File: config.mk
export PLATFORM = sky130hd
export DESIGN_NAME = ccpcmp_top
export DESIGN_NICKNAME = d
export VERILOG_FILES = /design/src/design/ccpcmp_pkg.sv /design/src/design/ccpcmp_match.sv /design/src/design/ccpcmp_top.sv
export SDC_FILE = /design/constraint.sdc
export NUM_CORES = 1
export LEC_CHECK = 0
export BUFFER_PORTS_ARGS = -buffer_cell sky130_fd_sc_hd__clkbuf_2
export CORE_UTILIZATION = 41
export DETAILED_ROUTE_END_ITERATION = 8
export PLACE_DENSITY = 0.77
export RECOVER_POWER = 25
export SYNTH_ARGS = -nofsm -noshare
export SYNTH_HDL_FRONTEND = slang
export SYNTH_SLANG_ARGS = --single-unit
File: constraint.sdc
create_clock -name i_clk -period 1.93 [get_ports i_clk]
set_input_delay 0.2895 -clock i_clk [delete_from_list [all_inputs] [get_ports i_clk]]
set_output_delay 0.2895 -clock i_clk [all_outputs]
set_load 0.1 [all_outputs]
File: src/design/ccpcmp_pkg.sv
// Package for the compare-mode block: register map, field layout, mode codes.
// Assumes a 32-bit AHB-Lite slave with one aligned word per register.
package ccpcmp_pkg;

    // Register byte offsets.
    localparam logic [7:0] OFF_CONTROL = 8'h00;
    localparam logic [7:0] OFF_COMPARE = 8'h04;
    localparam logic [7:0] OFF_ASSIGN = 8'h08;
    localparam logic [7:0] OFF_IRQ_FLAGS = 8'h0C;
    localparam logic [7:0] OFF_IRQ_ENABLES = 8'h10;
    localparam logic [7:0] OFF_STATUS = 8'h14;
    localparam logic [7:0] OFF_ADC_ENABLE = 8'h18;

    // Field positions and widths.
    localparam int MODE_W = 4;
    localparam int SEL_W = 2;
    localparam int IRQ_MATCH_BIT = 0;
    localparam int IRQ_TRIG_BIT = 1;
    localparam int IRQ_W = 2;

    // Reset values.
    localparam logic [3:0] CONTROL_RST = 4'h0;
    localparam logic [15:0] COMPARE_RST = 16'h0000;
    localparam logic [1:0] ASSIGN_RST = 2'h0;
    localparam logic [1:0] IRQ_RST = 2'h0;

    // Mode select codes used by compare.
    typedef enum logic [3:0] {
        CCPCMP_OFF = 4'b0000,
        CCPCMP_TOGGLE = 4'b0010,
        CCPCMP_SET_HIGH = 4'b1000,
        CCPCMP_SET_LOW = 4'b1001,
        CCPCMP_SOFT_IRQ = 4'b1010,
        CCPCMP_SPECIAL = 4'b1011
    } ccpcmp_mode_t;

    // Timer counts offered to the block, bundled.
    typedef struct packed {
        logic [15:0] t7;
        logic [15:0] t5;
        logic [15:0] t3;
        logic [15:0] t1;
    } ccpcmp_timers_t;

    // One-hot timer reset requests back to the timer resources.
    typedef struct packed {
        logic t7;
        logic t5;
        logic t3;
        logic t1;
    } ccpcmp_treset_t;

endpackage

File: src/design/ccpcmp_match.sv
// Match detector: compares the compare value to the selected timer count.
// Assumes the timer count is on the same clock (timer or synchronized mode).
`timescale 1ns/1ps
module ccpcmp_match #(
    parameter int WIDTH = 16
) (
    // Clock and reset.
    input wire logic i_clk,
    input wire logic i_srst,
    // Comparison inputs.
    input wire logic i_active,
    input wire logic [WIDTH-1:0] i_value,
    input wire logic [WIDTH-1:0] i_count,
    // Single-cycle match event.
    output logic o_match
);

    logic eq;
    logic eq_prev_r;

    // Equality is qualified by the active flag so an off module never matches.
    assign eq = i_active && (i_value == i_count);

    // Remember last equality so a held match fires only once.
    always_ff @(posedge i_clk) begin
        if (i_srst) begin
            eq_prev_r <= 1'b0;
        end else begin
            eq_prev_r <= eq;
        end
    end

    // Rising edge of equality is the event.
    assign o_match = eq && !eq_prev_r;

    property p_single_match;
        @(posedge i_clk) disable iff (i_srst)
        o_match |=> !o_match;
    endproperty
    a_single_match: assert property (p_single_match)
        else $error("match fired on two consecutive cycles");

endmodule

File: src/design/ccpcmp_top.sv
// Compare-mode block of a capture/compare module with an AHB-Lite register slave.
// Assumes timer counts arrive on i_clk and timer resets are taken in one cycle.
`timescale 1ns/1ps
module ccpcmp_top #(
    parameter bit ENHANCED = 1'b0
) (
    // Clock and reset.
    input wire logic i_clk,
    input wire logic i_srst,
    // AHB-Lite slave.
    input wire logic i_hsel,
    input wire logic [7:0] i_haddr,
    input wire logic [1:0] i_htrans,
    input wire logic i_hwrite,
    input wire logic [2:0] i_hsize,
    input wire logic [31:0] i_hwdata,
    input wire logic i_hready,
    output logic [31:0] o_hrdata,
    output logic o_hreadyout,
    output logic o_hresp,
    // Timer resources.
    input wire ccpcmp_pkg::ccpcmp_timers_t i_timers,
    output ccpcmp_pkg::ccpcmp_treset_t o_timer_reset,
    // Pin and port latch.
    input wire logic i_port_latch,
    input wire logic i_pin_dir_in,
    output logic o_pin_out,
    output logic o_pin_oe,
    // A/D start and interrupt.
    input wire logic i_adc_on,
    output logic o_adc_start,
    output logic o_irq
);

    ////////////////////////////////////////////////////////////////////////////
    // Register state.

    logic [3:0] mode_r;
    logic [15:0] compare_r;
    logic [1:0] assign_r;
    logic [1:0] flags_r;
    logic [1:0] enables_r;
    logic latch_r;
    logic trig_r;
    logic [15:0] count;
    logic match;
    logic active;
    logic do_write;
    logic [7:0] wr_addr_r;
    logic wr_pend_r;
    logic [31:0] rdata_nxt;

    ////////////////////////////////////////////////////////////////////////////
    // Bus slave: one-cycle address phase, zero-wait data phase.

    // Function keeps the "is this a compare mode" decode in one place.
    function automatic logic is_compare(input logic [3:0] m);
        return (m == ccpcmp_pkg::CCPCMP_TOGGLE) || (m[3:2] == 2'b10);
    endfunction

    // A write is captured in the address phase and performed in the data phase.
    always_ff @(posedge i_clk) begin
        if (i_srst) begin
            wr_pend_r <= 1'b0;
            wr_addr_r <= 8'h00;
        end else if (i_hready) begin
            wr_pend_r <= i_hsel && i_htrans[1] && i_hwrite;
            wr_addr_r <= i_haddr;
        end
    end

    assign do_write = wr_pend_r;
    assign o_hreadyout = 1'b1;
    assign o_hresp = 1'b0;

    // Read data is registered from the address phase so it stands in the data phase.
    always_comb begin
        rdata_nxt = 32'h0000_0000;
        if (i_haddr == ccpcmp_pkg::OFF_CONTROL) begin
            rdata_nxt = {28'h000_0000, mode_r};
        end else if (i_haddr == ccpcmp_pkg::OFF_COMPARE) begin
            rdata_nxt = {16'h0000, compare_r};
        end else if (i_haddr == ccpcmp_pkg::OFF_ASSIGN) begin
            rdata_nxt = {30'h0000_0000, assign_r};
        end else if (i_haddr == ccpcmp_pkg::OFF_IRQ_FLAGS) begin
            rdata_nxt = {30'h0000_0000, flags_r};
        end else if (i_haddr == ccpcmp_pkg::OFF_IRQ_ENABLES) begin
            rdata_nxt = {30'h0000_0000, enables_r};
        end else if (i_haddr == ccpcmp_pkg::OFF_STATUS) begin
            rdata_nxt = {30'h0000_0000, trig_r, latch_r};
        end
    end

    always_ff @(posedge i_clk) begin
        if (i_srst) begin
            o_hrdata <= 32'h0000_0000;
        end else if (i_hready && i_hsel && i_htrans[1] && !i_hwrite) begin
            o_hrdata <= rdata_nxt;
        end
    end

    ////////////////////////////////////////////////////////////////////////////
    // Configuration registers.

    always_ff @(posedge i_clk) begin
        if (i_srst) begin
            mode_r <= ccpcmp_pkg::CONTROL_RST;
            compare_r <= ccpcmp_pkg::COMPARE_RST;
            assign_r <= ccpcmp_pkg::ASSIGN_RST;
            enables_r <= ccpcmp_pkg::IRQ_RST;
        end else if (do_write) begin
            if (wr_addr_r == ccpcmp_pkg::OFF_CONTROL) begin
                mode_r <= i_hwdata[3:0];
            end else if (wr_addr_r == ccpcmp_pkg::OFF_COMPARE) begin
                compare_r <= i_hwdata[15:0];
            end else if (wr_addr_r == ccpcmp_pkg::OFF_ASSIGN) begin
                assign_r <= i_hwdata[1:0];
            end else if (wr_addr_r == ccpcmp_pkg::OFF_IRQ_ENABLES) begin
                enables_r <= i_hwdata[1:0];
            end
        end
    end

    ////////////////////////////////////////////////////////////////////////////
    // Time base selection and match detection.

    // Select 00 is timer one, 01 timer three, 10 timer five, 11 timer seven.
    always_comb begin
        case (assign_r)
            2'b00: count = i_timers.t1;
            2'b01: count = i_timers.t3;
            2'b10: count = i_timers.t5;
            default: count = i_timers.t7;
        endcase
    end

    assign active = is_compare(mode_r);

    ccpcmp_match #(
        .WIDTH(16)
    ) u_match (
        .i_clk(i_clk),
        .i_srst(i_srst),
        .i_active(active),
        .i_value(compare_r),
        .i_count(count),
        .o_match(match)
    );

    ////////////////////////////////////////////////////////////////////////////
    // Compare output latch and pin.

    // Clearing control forces the latch low; a match applies the mode action.
    always_ff @(posedge i_clk) begin
        if (i_srst) begin
            latch_r <= 1'b0;
        end else if (do_write && wr_addr_r == ccpcmp_pkg::OFF_CONTROL
                     && i_hwdata[3:0] == ccpcmp_pkg::CCPCMP_OFF) begin
            latch_r <= 1'b0;
        end else if (match) begin
            case (mode_r)
                ccpcmp_pkg::CCPCMP_SET_HIGH: latch_r <= 1'b1;
                ccpcmp_pkg::CCPCMP_SET_LOW: latch_r <= 1'b0;
                ccpcmp_pkg::CCPCMP_TOGGLE: latch_r <= ~latch_r;
                default: latch_r <= latch_r;
            endcase
        end
    end

    // Pin-driving modes show the latch; other modes show the port latch.
    // The direction bit stays with the port; this block only reports it.
    assign o_pin_out = (mode_r == ccpcmp_pkg::CCPCMP_TOGGLE || mode_r[3:1] == 3'b100)
                       ? latch_r : i_port_latch;
    assign o_pin_oe = !i_pin_dir_in;

    ////////////////////////////////////////////////////////////////////////////
    // Special event trigger.

    // One-cycle pulse, registered in step with the latch and flag updates.
    always_ff @(posedge i_clk) begin
        if (i_srst) begin
            trig_r <= 1'b0;
        end else begin
            trig_r <= match && (mode_r == ccpcmp_pkg::CCPCMP_SPECIAL);
        end
    end

    // Only the assigned timer is reset, so the compare value sets its period.
    always_comb begin
        o_timer_reset = '0;
        if (trig_r) begin
            case (assign_r)
                2'b00: o_timer_reset.t1 = 1'b1;
                2'b01: o_timer_reset.t3 = 1'b1;
                2'b10: o_timer_reset.t5 = 1'b1;
                default: o_timer_reset.t7 = 1'b1;
            endcase
        end
    end

    // Standard build never starts A/D; enhanced build only with converter on.
    assign o_adc_start = ENHANCED && trig_r && i_adc_on;

    ////////////////////////////////////////////////////////////////////////////
    // Interrupt flags: set wins over a write-one clear.

    always_ff @(posedge i_clk) begin
        if (i_srst) begin
            flags_r <= ccpcmp_pkg::IRQ_RST;
        end else begin
            for (int i = 0; i < ccpcmp_pkg::IRQ_W; i++) begin
                if (do_write && wr_addr_r == ccpcmp_pkg::OFF_IRQ_FLAGS && i_hwdata[i]) begin
                    flags_r[i] <= 1'b0;
                end
            end
            if (match) begin
                flags_r[ccpcmp_pkg::IRQ_MATCH_BIT] <= 1'b1;
            end
            if (match && mode_r == ccpcmp_pkg::CCPCMP_SPECIAL) begin
                flags_r[ccpcmp_pkg::IRQ_TRIG_BIT] <= 1'b1;
            end
        end
    end

    // Interrupt reaches the processor only through the enable mask.
    assign o_irq = |(flags_r & enables_r);

    ////////////////////////////////////////////////////////////////////////////
    // Assertions.

    property p_flag_with_action;
        @(posedge i_clk) disable iff (i_srst)
        match |=> flags_r[ccpcmp_pkg::IRQ_MATCH_BIT];
    endproperty
    a_flag_with_action: assert property (p_flag_with_action)
        else $error("match flag not set with pin action");

    property p_set_high;
        @(posedge i_clk) disable iff (i_srst)
        (match && mode_r == ccpcmp_pkg::CCPCMP_SET_HIGH && !do_write) |=> latch_r;
    endproperty
    a_set_high: assert property (p_set_high)
        else $error("latch not high after set-high match");

    property p_toggle;
        @(posedge i_clk) disable iff (i_srst)
        (match && mode_r == ccpcmp_pkg::CCPCMP_TOGGLE && !do_write)
            |=> latch_r != $past(latch_r);
    endproperty
    a_toggle: assert property (p_toggle)
        else $error("latch did not toggle on match");

    property p_soft_irq_pin;
        @(posedge i_clk) disable iff (i_srst)
        (mode_r == ccpcmp_pkg::CCPCMP_SOFT_IRQ) |-> o_pin_out == i_port_latch;
    endproperty
    a_soft_irq_pin: assert property (p_soft_irq_pin)
        else $error("pin touched in software interrupt mode");

    property p_clear_low;
        @(posedge i_clk) disable iff (i_srst)
        (do_write && wr_addr_r == ccpcmp_pkg::OFF_CONTROL && i_hwdata[3:0] == 4'h0)
            |=> !latch_r;
    endproperty
    a_clear_low: assert property (p_clear_low)
        else $error("latch not low after control cleared");

    property p_trigger_reset;
        @(posedge i_clk) disable iff (i_srst)
        (match && mode_r == ccpcmp_pkg::CCPCMP_SPECIAL) |=> (o_timer_reset != '0) ##1 !trig_r;
    endproperty
    a_trigger_reset: assert property (p_trigger_reset)
        else $error("special trigger did not reset a timer for one cycle");

    property p_no_adc;
        @(posedge i_clk) disable iff (i_srst)
        (!ENHANCED || !i_adc_on) |-> !o_adc_start;
    endproperty
    a_no_adc: assert property (p_no_adc)
        else $error("A/D start while not allowed");

    property p_off_quiet;
        @(posedge i_clk) disable iff (i_srst)
        !is_compare(mode_r) |-> !match;
    endproperty
    a_off_quiet: assert property (p_off_quiet)
        else $error("match while not in compare mode");

    property p_select;
        @(posedge i_clk) disable iff (i_srst)
        (assign_r == 2'b01) |-> count == i_timers.t3;
    endproperty
    a_select: assert property (p_select)
        else $error("wrong timer used as time base");

    property p_set_low;
        @(posedge i_clk) disable iff (i_srst)
        (match && mode_r == ccpcmp_pkg::CCPCMP_SET_LOW && !do_write) |=> !latch_r;
    endproperty
    a_set_low: assert property (p_set_low)
        else $error("latch not low after set-low match");

    property p_soft_irq_latch;
        @(posedge i_clk) disable iff (i_srst)
        (match && mode_r == ccpcmp_pkg::CCPCMP_SOFT_IRQ && !do_write) |=> $stable(latch_r);
    endproperty
    a_soft_irq_latch: assert property (p_soft_irq_latch)
        else $error("latch moved in software interrupt mode");

    property p_trigger_flag;
        @(posedge i_clk) disable iff (i_srst)
        (match && mode_r == ccpcmp_pkg::CCPCMP_SPECIAL) |=> flags_r[ccpcmp_pkg::IRQ_TRIG_BIT];
    endproperty
    a_trigger_flag: assert property (p_trigger_flag)
        else $error("special trigger did not raise its flag");

    property p_one_timer;
        @(posedge i_clk) disable iff (i_srst)
        trig_r |-> $onehot(o_timer_reset);
    endproperty
    a_one_timer: assert property (p_one_timer)
        else $error("special trigger reset not exactly one timer");

    // Only a software write-one may take the match flag down; hardware keeps it sticky.
    property p_flag_sticky;
        @(posedge i_clk) disable iff (i_srst)
        (flags_r[ccpcmp_pkg::IRQ_MATCH_BIT]
            && !(do_write && wr_addr_r == ccpcmp_pkg::OFF_IRQ_FLAGS
                 && i_hwdata[ccpcmp_pkg::IRQ_MATCH_BIT]))
            |=> flags_r[ccpcmp_pkg::IRQ_MATCH_BIT];
    endproperty
    a_flag_sticky: assert property (p_flag_sticky)
        else $error("match flag cleared without a software write");

endmodule

==> results.py <==
metrics = {
    "timing": {
        "fin_setup_tns_ps": -978.4,
        "max_freq_ghz": 0.4570,
        "setup_viol": 5,
        "setup_ws_ps": -258.1,
        "maxSlewViolCount": 0,
        "whs_ps": 215.5,
        "fin_crit_sh_pct": 113.4,
        "finalClockSkew_ps": 6.126,
        "tightest_slew_ps": 554.3,
        "rsz0062_at_grt": "yes",
        "hold_viol_final": 0,
        "finalCriticalPeriod_ps": 2188,
        "maxSlewHeadroom_pct": 63.20,
    },
    "yosys": {
        "synth.avg_cell_area_um2": 9.353,
        "synth_flop_cell": "dfxtp_1",
        "synth-edff-count": 0,
        "ys_seq_area_share_pct": 35.45,
        "synth-xor-area-share_pct": 4.596,
        "synth_cell_types": 45,
        "async_flop_share_pct": 0,
        "synth_cells": 326,
        "ys_ff_latch": 54,
        "yosys.area_share.adder_pct": 0,
        "synth_mux_area_share_pct": 24.91,
        "yosys.area_share.simple_pct": 16.58,
        "synth_compound_area_share_pct": 9.315,
        "synth_top_family_by_area": "multiplexers",
        "synth_warnings": 0,
        "synth_area_mm2": 0.003049,
    },
    "worst_setup_path": {
        "path_class": "reg -> reg",
        "arrival_ps": 2410,
        "crit_path_end_kind": "flip-flop",
        "cp-start-kind": "flip-flop",
        "cp_max_fo": 7,
        "worst-endpoint-required_ps": 2150,
        "r2r_slack_ps": -260,
    },
    "route": {
        "wirelength_um": 8269,
        "wl_per_cell_um": 15.06,
        "first_iter_violations": 133,
        "routed_via_density": 5.047,
        "final_antenna_net_count": 0,
        "vias": 2771,
        "first_pass_iters": 5,
        "drc_errors": 0,
    },
    "global_routing": {
        "grt-ovfl-total": 0,
        "grt_use_total_pct": 20.40,
        "grt_pass1_vias": 2494,
        "grt_max_degree": 24,
        "grt_pass1_wl_um": 12040,
        "grt_antenna_before_repair": 0,
    },
    "floorplanning": {
        "dieArea_mm2": 0.007786,
        "core.rowCount": 31,
        "die_w_um": 88.24,
        "die_y_um": 88.24,
        "pin_count": 159,
        "start_util_pct": 42.26,
        "core_mm2": 0.007214,
    },
    "cells_and_area": {
        "final_cell_mix": "clkbuf_2 (113), nor2_1 (57), dfxtp_1 (51), mux2i_1 (43), conb_1 (19)",
        "diodes": 0,
        "drive_above_1_share_pct": 38.89,
        "multiInputGateArea_mm2": 0.001818,
        "area_delta_synth_final_pct": 31.60,
        "regArea_mm2": 0.001087,
        "final_common_cell": "clkbuf_2",
        "fin_nets": 566,
        "utilization_pct": 55.62,
        "fill_cells": 654,
        "finalInstanceArea_mm2": 0.004013,
    },
    "min_path": {
        "hp-class": "in -> reg",
    },
    "clock_tree": {
        "clk_path_buf_depth": 2,
        "cts_tree": "built",
        "htreeDepth": 2,
        "cts_buffers": 5,
        "clk_pin_slew_worst_paths_ps": 90,
        "clock-root-buffer": "clkbuf_8",
        "clock_sinks": 54,
        "hold_buffers": 0,
        "worstSkewPairLatency_ps": 300,
    },
    "run": {
        "max_cap_viol_count": 0,
    },
    "power": {
        "ir_drop_mv": 0.3797,
        "leakage_nw": 1.861,
        "power_density_mw_per_mm2": 549.7,
        "power_mw": 2.206,
    },
    "place": {
        "hpwlAfterDp_um": 6310,
        "gp_congestion": 0.8395,
        "placed_cell_area_mm2": 0.003855,
        "numPortBuffers": 118,
    },
    "status": {
        "failed_checks": "negative setup slack",
        "outcome": "complete, but fails checks",
    },
}
[final cells by class]
| class | instances | area share, % |
|---|---|---|
| multi-input cells | 241 | 45.31 |
| clock buffers | 7 | 2.152 |
| inverters | 9 | 0.8419 |
| flip-flops and latches | 54 | 27.10 |
| repair buffers | 138 | 21.39 |
| clock inverters | 1 | 0.1247 |
| well taps | 99 | 3.087 |
[where the power goes]
| group | switching (mW) | internal (mW) | leakage (nW) |
|---|---|---|---|
| clock network | 0.349 | 0.290 | 0.0482 |
| registers | 0.0115 | 1.12 | 0.438 |
| logic | 0.289 | 0.142 | 1.37 |
| total | 0.650 | 1.56 | 1.86 |
[timing repair]
action,CTS,global route
endpoints found under the setup margin,6,6
gates cloned,0,1
gates resized for setup,2,6
setup buffers,2,1
pin swaps,0,1
[synth_stat cells (6+ instances only)]
| master | n | area [um2] |
|---|---|---|
| buf_4 | 19 | 142.6 |
| inv_1 | 9 | 33.78 |
| nand3_1 | 6 | 30.03 |
| mux4_2 | 9 | 202.7 |
| a22oi_1 | 15 | 112.6 |
| nand2_1 | 12 | 45.04 |
| mux2i_1 | 44 | 440.4 |
| dfxtp_1 | 54 | 1081 |
| nor2_1 | 59 | 221.5 |
| clkbuf_1 | 11 | 41.29 |
| xnor2_1 | 12 | 105.1 |
[kinds of logic after synthesis]
family                    Yosys count
AOI/OAI and AO/OA                  39
xor gates and xnor gates           16
buffers and inverters              48
DFF                                54
muxes                              58
other                               2
and+or+nand+nor                   109
[final timing paths]
kind,endpoint,cells after the start,from
worst max-delay path,latch_r$_SDFFE_PP0P_,7,assign_r[0]$_SDFFE_PP0P_
worst max register to register,latch_r$_SDFFE_PP0P_,7,assign_r[0]$_SDFFE_PP0P_
worst min register to register,o_hrdata[1]$_SDFFE_PP0P_,2,o_hrdata[1]$_SDFFE_PP0P_
worst min-delay path,compare_r[15]$_SDFFE_PP0P_,3,i_hwdata[15]
[critical path, stage by stage (launching register included)]
cell and delay (ps):
dfxtp_4 390, buf_12 140, mux4_2 490, o2bb2ai_1 140
or3_1 320, a211oi_2 270, nand4_1 160, a211oi_2 210
[sequential cells by signal, summed over array words and instances, names as in the netlist]
name and count:
wr_addr_r 8, compare_r 16, mode_r 4, enables_r 2, u_match.eq_prev_r 1, latch_r 1
do_write 1, o_hrdata 16, flags_r 2, assign_r 2, trig_r 1
[per-stage QoR]
| step | cells | setup slack [ps] |
|---|---|---|
| 2_1_floorplan | 343 | -372.2 |
| 3_3_place_gp | 537 | -163.2 |
| 3_5_place_dp | 537 | -267.9 |
| 4_1_cts | 547 | -238.3 |
| 5_1_grt | 549 | -341.9 |
| 6_report | 549 | -258.1 |
[layer usage]
metal  routed length [um]  GRT usage [%]  vias up
li1                     -              -     1362
met1                 3640          28.50     1288
met2                 4002          32.38      108
met3                  470          2.985       13
met4                  155          6.891        0
met5                    0              0        -
(Power assumes the default switching activity.)
